**config.mk**
```make
export PLATFORM = sky130hd
export DESIGN_NAME = eic_top
export DESIGN_NICKNAME = d
export VERILOG_FILES = /design/src/verilog/eic_pkg.sv /design/src/verilog/eic_top.sv /design/src/verilog/eic_cmd_field.sv /design/src/verilog/eic_pin_detect.sv
export SDC_FILE = /design/constraint.sdc
export NUM_CORES = 1
export LEC_CHECK = 0
export ABC_AREA = 1
export BUFFER_PORTS_ARGS = -buffer_cell sky130_fd_sc_hd__buf_2
export CORE_MARGIN = 2
export CORE_UTILIZATION = 55
export DETAILED_ROUTE_END_ITERATION = 7
export GPL_TIMING_DRIVEN = 0
export PLACE_DENSITY = 0.79
export REMOVE_ABC_BUFFERS = 1
export SLEW_MARGIN = 15
export SYNTH_ARGS = -nofsm -noshare
export SYNTH_HDL_FRONTEND = slang
export SYNTH_SLANG_ARGS = --single-unit
```
**constraint.sdc**
```tcl
create_clock -name clock -period 2.9 [get_ports clock]
set_input_delay 0.145 -clock clock [delete_from_list [all_inputs] [get_ports clock]]
set_output_delay 0.145 -clock clock [all_outputs]
set_load 0.01 [all_outputs]
```
**src/verilog/eic_pkg.sv**
```systemverilog
// Package with the register map, field codes and carrier types of the unit.
package eic_pkg;

    // Register offsets on the special function register port.
    localparam logic [7:0] EIC_OFS_SER_EN  = 8'had;
    localparam logic [7:0] EIC_OFS_EXT_EN  = 8'hae;
    localparam logic [7:0] EIC_OFS_TRIG    = 8'hba;
    localparam logic [7:0] EIC_OFS_POL     = 8'hbb;
    localparam logic [7:0] EIC_OFS_PEND    = 8'hbc;
    localparam logic [7:0] EIC_OFS_ISTAT   = 8'hc0;
    localparam logic [7:0] EIC_OFS_IMASK   = 8'hc1;

    // Two-bit write command codes shared by all fields.
    localparam logic [1:0] EIC_CMD_LOW     = 2'h2;
    localparam logic [1:0] EIC_CMD_HIGH    = 2'h3;
    localparam logic [1:0] EIC_CMD_OFF     = 2'h1;

    // Field layout: field i occupies bits [2*i+1:2*i].
    localparam int         EIC_FLD_W       = 2;
    localparam int         EIC_AL0_FLD     = 0;
    localparam int         EIC_IT_FLD0     = 1;

    // Reset values of the configuration bits.
    localparam logic       EIC_POL_RST     = 1'b0;
    localparam logic       EIC_TRIG_RST    = 1'b0;

    // Interrupt numbers of the seven served sources, lowest index first.
    localparam int         EIC_NSRC        = 7;
    localparam logic [27:0] EIC_SRC_NUMS   = {4'he, 4'hd, 4'hc, 4'hb,
                                              4'ha, 4'h9, 4'h7};
    localparam logic [7:0] EIC_VEC_OFS     = 8'h03;

    // Enable state of one source.
    typedef struct packed {
        logic       en;
        logic       hi;
    } eic_en_t;

    // Interrupt selected for service this cycle.
    typedef struct packed {
        logic       valid;
        logic       high;
        logic [3:0] num;
        logic [7:0] vec;
    } eic_serve_t;

endpackage

```
**src/verilog/eic_top.sv**
```systemverilog
// Extended interrupt configuration, pending flags and priority selection.
//
// What this block does
// - Serial enable write: 10 low, 11 high, 01 off.
// - Serial enable read: 10 low, 11 high, 00 off.
// - External 2-4 enables use the same coding.
// - External 2-4 each select level or edge.
// - Type 0 follows level, type 1 catches edges.
// - Type write: 10 level, 11 edge, 0X keep.
// - Type read: 00 level, 01 edge.
// - One pending flag per external 2-4.
// - Software can set or clear pending flags.
// - Five inputs have separate polarity fields.
// - Polarity write: 10 low, 11 high, 0X keep.
// - Inputs pass two flops before detection.
// - Pending write: 10 clear, 11 set, 0X keep.
// - Fixed order, high first, busy levels block.
// - Served vector is eight times number plus three.
//
// Local design decision: the strobed register port.
`timescale 1ns/1ps
`default_nettype none
module eic_top
    import eic_pkg::*;
(
    // Clock and reset.
    input  wire logic       clock,
    input  wire logic       sys_rst,
    // Register port.
    input  wire logic [7:0] reg_addr,
    input  wire logic [7:0] reg_wdata,
    input  wire logic       reg_wr,
    input  wire logic       reg_rd,
    output logic [7:0]      reg_rdata_ff,
    // External request pins 0 to 4.
    input  wire logic [4:0] ext_request_pin,
    // Core state and serial-port requests.
    input  wire logic [3:0] serial_irq_req,
    input  wire logic       global_irq_en,
    input  wire logic       high_in_progress,
    input  wire logic       low_in_progress,
    // Detected activity on external inputs 0 and 1.
    output logic [1:0]      ext01_level_ff,
    output logic [1:0]      ext01_edge_ff,
    // Selected interrupt and summary interrupt.
    output eic_serve_t      serve_ff,
    output logic            irq_ff
);

    logic [3:0] ser_en;
    logic [3:0] ser_hi;
    logic [2:0] ext_en;
    logic [2:0] ext_hi;
    logic [2:0] trig_q;
    logic [4:0] pol_q;
    logic [4:0] act_lvl;
    logic [4:0] act_edge;
    logic [2:0] pend_ff;
    logic [2:0] nxt_pend;
    logic [2:0] hw_set;
    logic [2:0] stat_ff;
    logic [2:0] nxt_stat;
    logic [2:0] mask_ff;
    logic [2:0] nxt_mask;
    logic [7:0] nxt_rdata;
    logic       nxt_irq;
    logic [1:0] nxt_lvl01;
    logic [1:0] nxt_edge01;
    eic_serve_t nxt_serve;
    logic       wr_ser;
    logic       wr_ext;
    logic       wr_trig;
    logic       wr_pol;
    logic       wr_pend;

    // Write decode.
    assign wr_ser  = reg_wr && (reg_addr == EIC_OFS_SER_EN);
    assign wr_ext  = reg_wr && (reg_addr == EIC_OFS_EXT_EN);
    assign wr_trig = reg_wr && (reg_addr == EIC_OFS_TRIG);
    assign wr_pol  = reg_wr && (reg_addr == EIC_OFS_POL);
    assign wr_pend = reg_wr && (reg_addr == EIC_OFS_PEND);

    // Serial enables: serial 1 sits in the top field.
    for (genvar k = 0; k < 4; k++) begin : g_ser
        eic_cmd_field #(.HAS_OFF(1'b1), .RST_VAL(1'b0)) u_fld (
            .clock   (clock),
            .sys_rst (sys_rst),
            .wr_en   (wr_ser),
            .cmd     (reg_wdata[EIC_FLD_W*(3-k) +: EIC_FLD_W]),
            .en_ff   (ser_en[k]),
            .val_ff  (ser_hi[k])
        );
    end

    // External 2 to 4 enables: external 2 sits in the bottom field.
    for (genvar j = 0; j < 3; j++) begin : g_ext
        eic_cmd_field #(.HAS_OFF(1'b1), .RST_VAL(1'b0)) u_fld (
            .clock   (clock),
            .sys_rst (sys_rst),
            .wr_en   (wr_ext),
            .cmd     (reg_wdata[EIC_FLD_W*j +: EIC_FLD_W]),
            .en_ff   (ext_en[j]),
            .val_ff  (ext_hi[j])
        );
        // Per-input trigger type, level after reset.
        eic_cmd_field #(.HAS_OFF(1'b0), .RST_VAL(EIC_TRIG_RST)) u_trig (
            .clock   (clock),
            .sys_rst (sys_rst),
            .wr_en   (wr_trig),
            .cmd     (reg_wdata[EIC_FLD_W*(EIC_IT_FLD0+j) +: EIC_FLD_W]),
            .en_ff   (),
            .val_ff  (trig_q[j])
        );
    end

    // Polarity of all five inputs; input 0 lives beside the trigger types.
    for (genvar i = 0; i < 5; i++) begin : g_pol
        logic       pol_wr;
        logic [1:0] pol_cmd;
        if (i == 0) begin : g_al0
            assign pol_wr  = wr_trig;
            assign pol_cmd = reg_wdata[EIC_FLD_W*EIC_AL0_FLD +: EIC_FLD_W];
        end else begin : g_aln
            assign pol_wr  = wr_pol;
            assign pol_cmd = reg_wdata[EIC_FLD_W*(i-1) +: EIC_FLD_W];
        end
        eic_cmd_field #(.HAS_OFF(1'b0), .RST_VAL(EIC_POL_RST)) u_fld (
            .clock   (clock),
            .sys_rst (sys_rst),
            .wr_en   (pol_wr),
            .cmd     (pol_cmd),
            .en_ff   (),
            .val_ff  (pol_q[i])
        );
        eic_pin_detect u_pin (
            .clock    (clock),
            .sys_rst  (sys_rst),
            .pin_raw  (ext_request_pin[i]),
            .pol_high (pol_q[i]),
            .act_lvl  (act_lvl[i]),
            .act_edge (act_edge[i])
        );
    end

    // Pending flags: hardware set wins over a software clear.
    always_comb begin
        for (int j = 0; j < 3; j++) begin
            hw_set[j]   = trig_q[j] ? act_edge[j+2] : act_lvl[j+2];
            nxt_pend[j] = pend_ff[j];
            if (wr_pend && reg_wdata[2*j+1]) begin
                nxt_pend[j] = reg_wdata[2*j];
            end
            if (hw_set[j]) begin
                nxt_pend[j] = 1'b1;
            end
        end
    end

    // Register the pending flags.
    always_ff @(posedge clock) begin
        if (sys_rst) begin
            pend_ff <= '0;
        end else begin
            pend_ff <= nxt_pend;
        end
    end

    // Sticky status of new pending events, write one to clear, and mask.
    always_comb begin
        nxt_stat = stat_ff;
        nxt_mask = mask_ff;
        if (reg_wr && (reg_addr == EIC_OFS_ISTAT)) begin
            nxt_stat = stat_ff & ~reg_wdata[2:0];
        end
        if (reg_wr && (reg_addr == EIC_OFS_IMASK)) begin
            nxt_mask = reg_wdata[2:0];
        end
        nxt_stat = nxt_stat | (hw_set & ~pend_ff);
        nxt_irq  = |(stat_ff & mask_ff);
    end

    // Register status, mask and the interrupt line.
    always_ff @(posedge clock) begin
        if (sys_rst) begin
            stat_ff <= '0;
            mask_ff <= '0;
            irq_ff  <= 1'b0;
        end else begin
            stat_ff <= nxt_stat;
            mask_ff <= nxt_mask;
            irq_ff  <= nxt_irq;
        end
    end

    // Read mux; disabled fields and unused upper bits read as zero.
    always_comb begin
        nxt_rdata = 8'h00;
        if (reg_rd) begin
            case (reg_addr)
                EIC_OFS_SER_EN: begin
                    for (int k = 0; k < 4; k++) begin
                        nxt_rdata[2*(3-k)+1] = ser_en[k];
                        nxt_rdata[2*(3-k)]   = ser_en[k] & ser_hi[k];
                    end
                end
                EIC_OFS_EXT_EN: begin
                    for (int j = 0; j < 3; j++) begin
                        nxt_rdata[2*j+1] = ext_en[j];
                        nxt_rdata[2*j]   = ext_en[j] & ext_hi[j];
                    end
                end
                EIC_OFS_TRIG: begin
                    nxt_rdata[0] = pol_q[0];
                    for (int j = 0; j < 3; j++) begin
                        nxt_rdata[2*(j+1)] = trig_q[j];
                    end
                end
                EIC_OFS_POL: begin
                    for (int i = 1; i < 5; i++) begin
                        nxt_rdata[2*(i-1)] = pol_q[i];
                    end
                end
                EIC_OFS_PEND: begin
                    for (int j = 0; j < 3; j++) begin
                        nxt_rdata[2*j] = pend_ff[j];
                    end
                end
                EIC_OFS_ISTAT: nxt_rdata = {5'h00, stat_ff};
                EIC_OFS_IMASK: nxt_rdata = {5'h00, mask_ff};
                default:       nxt_rdata = 8'h00;
            endcase
        end
    end

    // Priority selection among the seven sources, lowest number first.
    always_comb begin
        logic [6:0] req;
        logic [6:0] en;
        logic [6:0] hi;
        logic       hi_hit;
        logic       lo_hit;
        logic [2:0] hi_idx;
        logic [2:0] lo_idx;
        logic [3:0] num;
        req = {pend_ff[2], serial_irq_req[3], pend_ff[1], serial_irq_req[2],
               pend_ff[0], serial_irq_req[1], serial_irq_req[0]};
        en  = {ext_en[2], ser_en[3], ext_en[1], ser_en[2],
               ext_en[0], ser_en[1], ser_en[0]};
        hi  = {ext_hi[2], ser_hi[3], ext_hi[1], ser_hi[2],
               ext_hi[0], ser_hi[1], ser_hi[0]};
        hi_hit = 1'b0;
        lo_hit = 1'b0;
        hi_idx = 3'h0;
        lo_idx = 3'h0;
        num    = 4'h0;
        for (int k = EIC_NSRC - 1; k >= 0; k--) begin
            if (req[k] && en[k] && hi[k]) begin
                hi_hit = 1'b1;
                hi_idx = 3'(k);
            end
            if (req[k] && en[k] && !hi[k]) begin
                lo_hit = 1'b1;
                lo_idx = 3'(k);
            end
        end
        nxt_serve = '0;
        if (global_irq_en && !high_in_progress) begin
            if (hi_hit) begin
                nxt_serve.valid = 1'b1;
                nxt_serve.high  = 1'b1;
                num = EIC_SRC_NUMS[4*hi_idx +: 4];
            end else if (lo_hit && !low_in_progress) begin
                nxt_serve.valid = 1'b1;
                num = EIC_SRC_NUMS[4*lo_idx +: 4];
            end
        end
        if (nxt_serve.valid) begin
            nxt_serve.num = num;
            nxt_serve.vec = {1'b0, num, 3'h0} + EIC_VEC_OFS;
        end
        nxt_lvl01  = act_lvl[1:0];
        nxt_edge01 = act_edge[1:0];
    end

    // Register read data, selection and external 0/1 activity.
    always_ff @(posedge clock) begin
        if (sys_rst) begin
            reg_rdata_ff   <= 8'h00;
            serve_ff       <= '0;
            ext01_level_ff <= 2'h0;
            ext01_edge_ff  <= 2'h0;
        end else begin
            reg_rdata_ff   <= nxt_rdata;
            serve_ff       <= nxt_serve;
            ext01_level_ff <= nxt_lvl01;
            ext01_edge_ff  <= nxt_edge01;
        end
    end
endmodule
`default_nettype wire

```
**src/verilog/eic_cmd_field.sv**
```systemverilog
// One two-bit command field with its stored enable and value bits.
`timescale 1ns/1ps
`default_nettype none
module eic_cmd_field
    import eic_pkg::*;
#(
    parameter bit HAS_OFF = 1'b1,
    parameter bit RST_VAL = 1'b0
) (
    // Clock and reset.
    input  wire logic       clock,
    input  wire logic       sys_rst,
    // Write command.
    input  wire logic       wr_en,
    input  wire logic [1:0] cmd,
    // Stored state.
    output logic            en_ff,
    output logic            val_ff
);

    logic nxt_en;
    logic nxt_val;

    // Decode the command; code 00 keeps the state, and so does 01 unless HAS_OFF is set.
    always_comb begin
        nxt_en  = en_ff;
        nxt_val = val_ff;
        if (wr_en) begin
            case (cmd)
                EIC_CMD_LOW: begin
                    nxt_en  = 1'b1;
                    nxt_val = 1'b0;
                end
                EIC_CMD_HIGH: begin
                    nxt_en  = 1'b1;
                    nxt_val = 1'b1;
                end
                EIC_CMD_OFF: begin
                    if (HAS_OFF) begin
                        nxt_en = 1'b0;
                    end
                end
                default: begin
                    nxt_en  = en_ff;
                    nxt_val = val_ff;
                end
            endcase
        end
    end

    // Register the field.
    always_ff @(posedge clock) begin
        if (sys_rst) begin
            en_ff  <= 1'b0;
            val_ff <= RST_VAL;
        end else begin
            en_ff  <= nxt_en;
            val_ff <= nxt_val;
        end
    end

endmodule
`default_nettype wire

```
**src/verilog/eic_pin_detect.sv**
```systemverilog
// Request pin synchroniser with polarity and active-going edge detection.
`timescale 1ns/1ps
`default_nettype none
module eic_pin_detect (
    // Clock and reset.
    input  wire logic clock,
    input  wire logic sys_rst,
    // Raw pin and selected polarity, high meaning high or rising active.
    input  wire logic pin_raw,
    input  wire logic pol_high,
    // Active level and one-cycle active-going edge.
    output logic      act_lvl,
    output logic      act_edge
);

    logic meta_ff;
    logic sync_ff;
    logic prev_ff;
    logic nxt_prev;

    // The previous active level is what the edge compares against.
    always_comb begin
        act_lvl  = pol_high ? sync_ff : ~sync_ff;
        act_edge = act_lvl & ~prev_ff;
        nxt_prev = act_lvl;
    end

    // Two flops bring the pin into the clock domain before any logic.
    // They reset high, the inactive level for the low-active polarity that
    // reset selects, so an idle pin raises no level flag after release.
    always_ff @(posedge clock) begin
        if (sys_rst) begin
            meta_ff <= 1'b1;
            sync_ff <= 1'b1;
            prev_ff <= 1'b1;
        end else begin
            meta_ff <= pin_raw;
            sync_ff <= meta_ff;
            prev_ff <= nxt_prev;
        end
    end

endmodule
`default_nettype wire

```
==> flow_summary.json <==
{
  "status": "finished clean",
  "max_slew.worst_pin.slew_ns": 0.649,
  "postSynthAreaPerCell_um2": 7.29,
  "highest_layer": "met4",
  "dieArea_mm2": 0.00618,
  "drt-total-wl_um": 6960,
  "synth-seq-cells": 66,
  "drtAntennaViolNets": 0,
  "grt_max_degree": 39,
  "worst_skew_pair.late_latency_ns": 0.34,
  "fin_cells": 557,
  "cts_root_buf": "clkbuf_8",
  "finalSetupViolCount": 0,
  "ioPinCount": 59,
  "synth-seq-area-share_pct": 43.2,
  "met2_length_um": 3400,
  "overflow": 0,
  "synth_cell_type_count": 32,
  "seq_power_share_pct": 52.3,
  "die_x_um": 78.6,
  "clkTransAtPathRegs_ns": 0.07,
  "htreeDepth": 3,
  "wl_per_cell_um": 12.5,
  "synth_top_area_share_pct": 43.2,
  "drt_iter0_markers": 176,
  "multi_input_area_mm2": 0.00145,
  "layout.nets": 513,
  "grtUsageTotal_pct": 24.1,
  "place_ws_ns": 1.08,
  "hold_viol_final": 0,
  "fin_tns_setup_ns": 0,
  "p_leak_nw": 1.66,
  "n_antenna_cell": 0,
  "synth_ff_type": "dfxtp_1",
  "yosys_warnings": 0,
  "power_density_mw_per_mm2": 495,
  "place_congestion": 0.951,
  "hold_depth": 3,
  "p_int_mw": 1.38,
  "vias": 2829,
  "cts_setup_buffers": 0,
  "grt_pass1_wl_um": 11600,
  "final_util_pct": 66.1,
  "finalCritPeriodShare_pct": 51.6,
  "cts_max_path_buffers": 2,
  "yosys.area.top_type": "dfxtp_1",
  "skew_ns": 0.00745,
  "cp_max_fo": 38,
  "placedCellCount": 537,
  "row_count": 27,
  "ys_async_sr_fraction_pct": 0,
  "maxSlewHeadroom_pct": 56.8,
  "period_minus_slack_ns": 1.50,
  "grt_pass1_vias": 2659,
  "crit_required_ns": 3.12,
  "worstSetupEndpointType": "flip-flop",
  "worstSetupStartpointType": "primary input",
  "netlist_area_mm2": 0.00306,
  "clkPwrFrac_pct": 41.9,
  "cts_made_buffers": 9,
  "maxCapViolCount": 0,
  "finalPower_mw": 1.78,
  "rsz0062_at_grt": "no",
  "fill_cells": 518,
  "drc": 0,
  "slew_viol_final": 0,
  "netSwitchingFraction_pct": 22.7,
  "cts_tree": "done",
  "met1_length_um": 3080,
  "cts.sinks": 66,
  "holdCritPathClass": "primary input to flip-flop",
  "fin_ws_ns": 1.40,
  "initial_utilization_pct": 56.3,
  "viasPerCell": 5.08,
  "pwr-share-comb_pct": 5.7,
  "dr.pass1.iters": 4,
  "hpwl_um": 5250,
  "drive_gt1_share_pct": 24.9,
  "dieHeight_um": 78.6,
  "core_mm2": 0.00544,
  "arrival_ns": 1.71,
  "vdd_ir_drop_max_mv": 0.401,
  "synth_area_leaders": "dfxtp_1, nand2_1, a21oi_1",
  "wl_met3_um": 314,
  "synthToLayoutAreaGrowth_pct": 17.5,
  "path_class": "primary input to flip-flop",
  "reg2reg_depth": 8,
  "fmax_mhz": 668,
  "synth-edff-count": 0,
  "io_buffer_count": 56,
  "antenna_found_initial": 0,
  "seq_area_mm2": 0.00132,
  "p_sw_mw": 0.404,
  "postSynthCellCount": 420
}
-- synthesized netlist by cell type (3+ instances only) --
master / instances
nor3_1: 5
buf_4: 7
o21ai_1: 14
clkbuf_1: 4
nand2_2: 6
nor2_4: 5
nand3_1: 32
nor2_1: 27
xor2_1: 5
o21ai_0: 18
inv_1: 44
nand2_1: 93
a21oi_1: 39
nand4_1: 5
inv_2: 15
or2_2: 10
dfxtp_1: 66
nor2_2: 3
nand3_2: 6
-- layout by cell type, fill, tap and decap left out, types with 3 or more instances in the layout --
cell type	count
xor2_1	5
nand2_2	6
nand3_1	32
nor2_4	5
nand2_1	93
nor2_1	27
a21oi_1	39
or2_2	10
clkbuf_8	10
inv_2	15
o21ai_0	18
o21ai_1	14
dfxtp_1	66
inv_1	44
buf_2	56
nand4_1	5
dlygate4sd3_1	5
nand3_2	6
nor3_1	5
nor2_2	3
-- stage by stage --
| stage | cell area, um^2 | hold slack (ns) |
|---|---|---|
| 4_1_cts | 3600 | 0.0993 |
| 3_3_place_gp | 3360 | 0.326 |
| 5_1_grt | 3600 | 0.123 |
| 3_5_place_dp | 3360 | 0.332 |
| 6_report | 3600 | 0.112 |
| 2_1_floorplan | 2990 | 0.214 |
-- path summary, 6_finish.rpt --
check	from	end	slack, ns
max	sys_rst	reg_rdata_ff[2]	1.40
min	reg_rd	reg_rdata_ff[4]	0.11
max reg2reg	g_ser[0].u_fld.en_ff	serve_ff[9]	1.48
min reg2reg	g_pol[0].u_pin.prev_ff	ext01_edge_ff[0]	0.39
-- state kept, by name (all words and copies together), names as in the netlist --
signal	flops
ext01_edge_ff	2
ext01_level_ff	2
g_ext.u_fld.val_ff	3
g_ser.u_fld.val_ff	4
stat_ff	3
g_pol.u_pin.prev_ff	5
serve_ff	7
irq_ff	1
g_ser.u_fld.en_ff	4
g_ext.u_fld.en_ff	3
g_pol.u_pin.meta_ff	5
pend_ff	3
g_pol.u_pin.sync_ff	5
g_pol.u_fld.val_ff	5
g_ext.u_trig.val_ff	3
reg_rdata_ff	8
mask_ff	3
-- layout make-up --
type | count | area share, %
clock inverters | 3 | 1.11
clock buffers | 12 | 4.03
well taps | 72 | 2.50
repair buffers | 61 | 9.18
multi-input cells | 284 | 40.3
flip-flops and latches | 66 | 36.7
inverters | 59 | 6.16
-- metal layers --
layer	GRT usage (%)	vias up
met1	29.1	1270
met2	40.3	75
met4	11.8	0
met3	5.29	13
li1	-	1471
met5	0	-
-- power groups by stage --
stage                     clock network (mW)  logic, mW  registers (mW)
after floorplan                            0     0.0441           0.950
after global placement                     0     0.0937           0.951
after detailed placement                   0     0.0962           0.952
after CTS                              0.754      0.102           0.931
after global routing                   0.794      0.115           0.932
final                                  0.746      0.102           0.931
-- kinds of logic (layout without fill, tap and decap cells) --
group / count (synthesis) / after routing / synth area share (%)
flops: 66 / 66 / 43.2
other cells: 1 / 2 / 0.123
buf+inv: 71 / 135 / 9.61
xor+xnor: 5 / 5 / 1.43
simple gates: 199 / 199 / 32.0
compound gates: 78 / 78 / 13.7
-- worst max-delay path, stage by stage --
cell	delay, ns
buf_2	0.51
inv_1	0.47
nand2_1	0.24
inv_1	0.13
o31ai_1	0.12
nor2_1	0.10
-- what timing repair did --
item	CTS	global route
resized for setup	0	0
hold endpoints to repair	5	0
hold buffers	5	0
No activity file was read; power rests on OpenSTA's default activity.
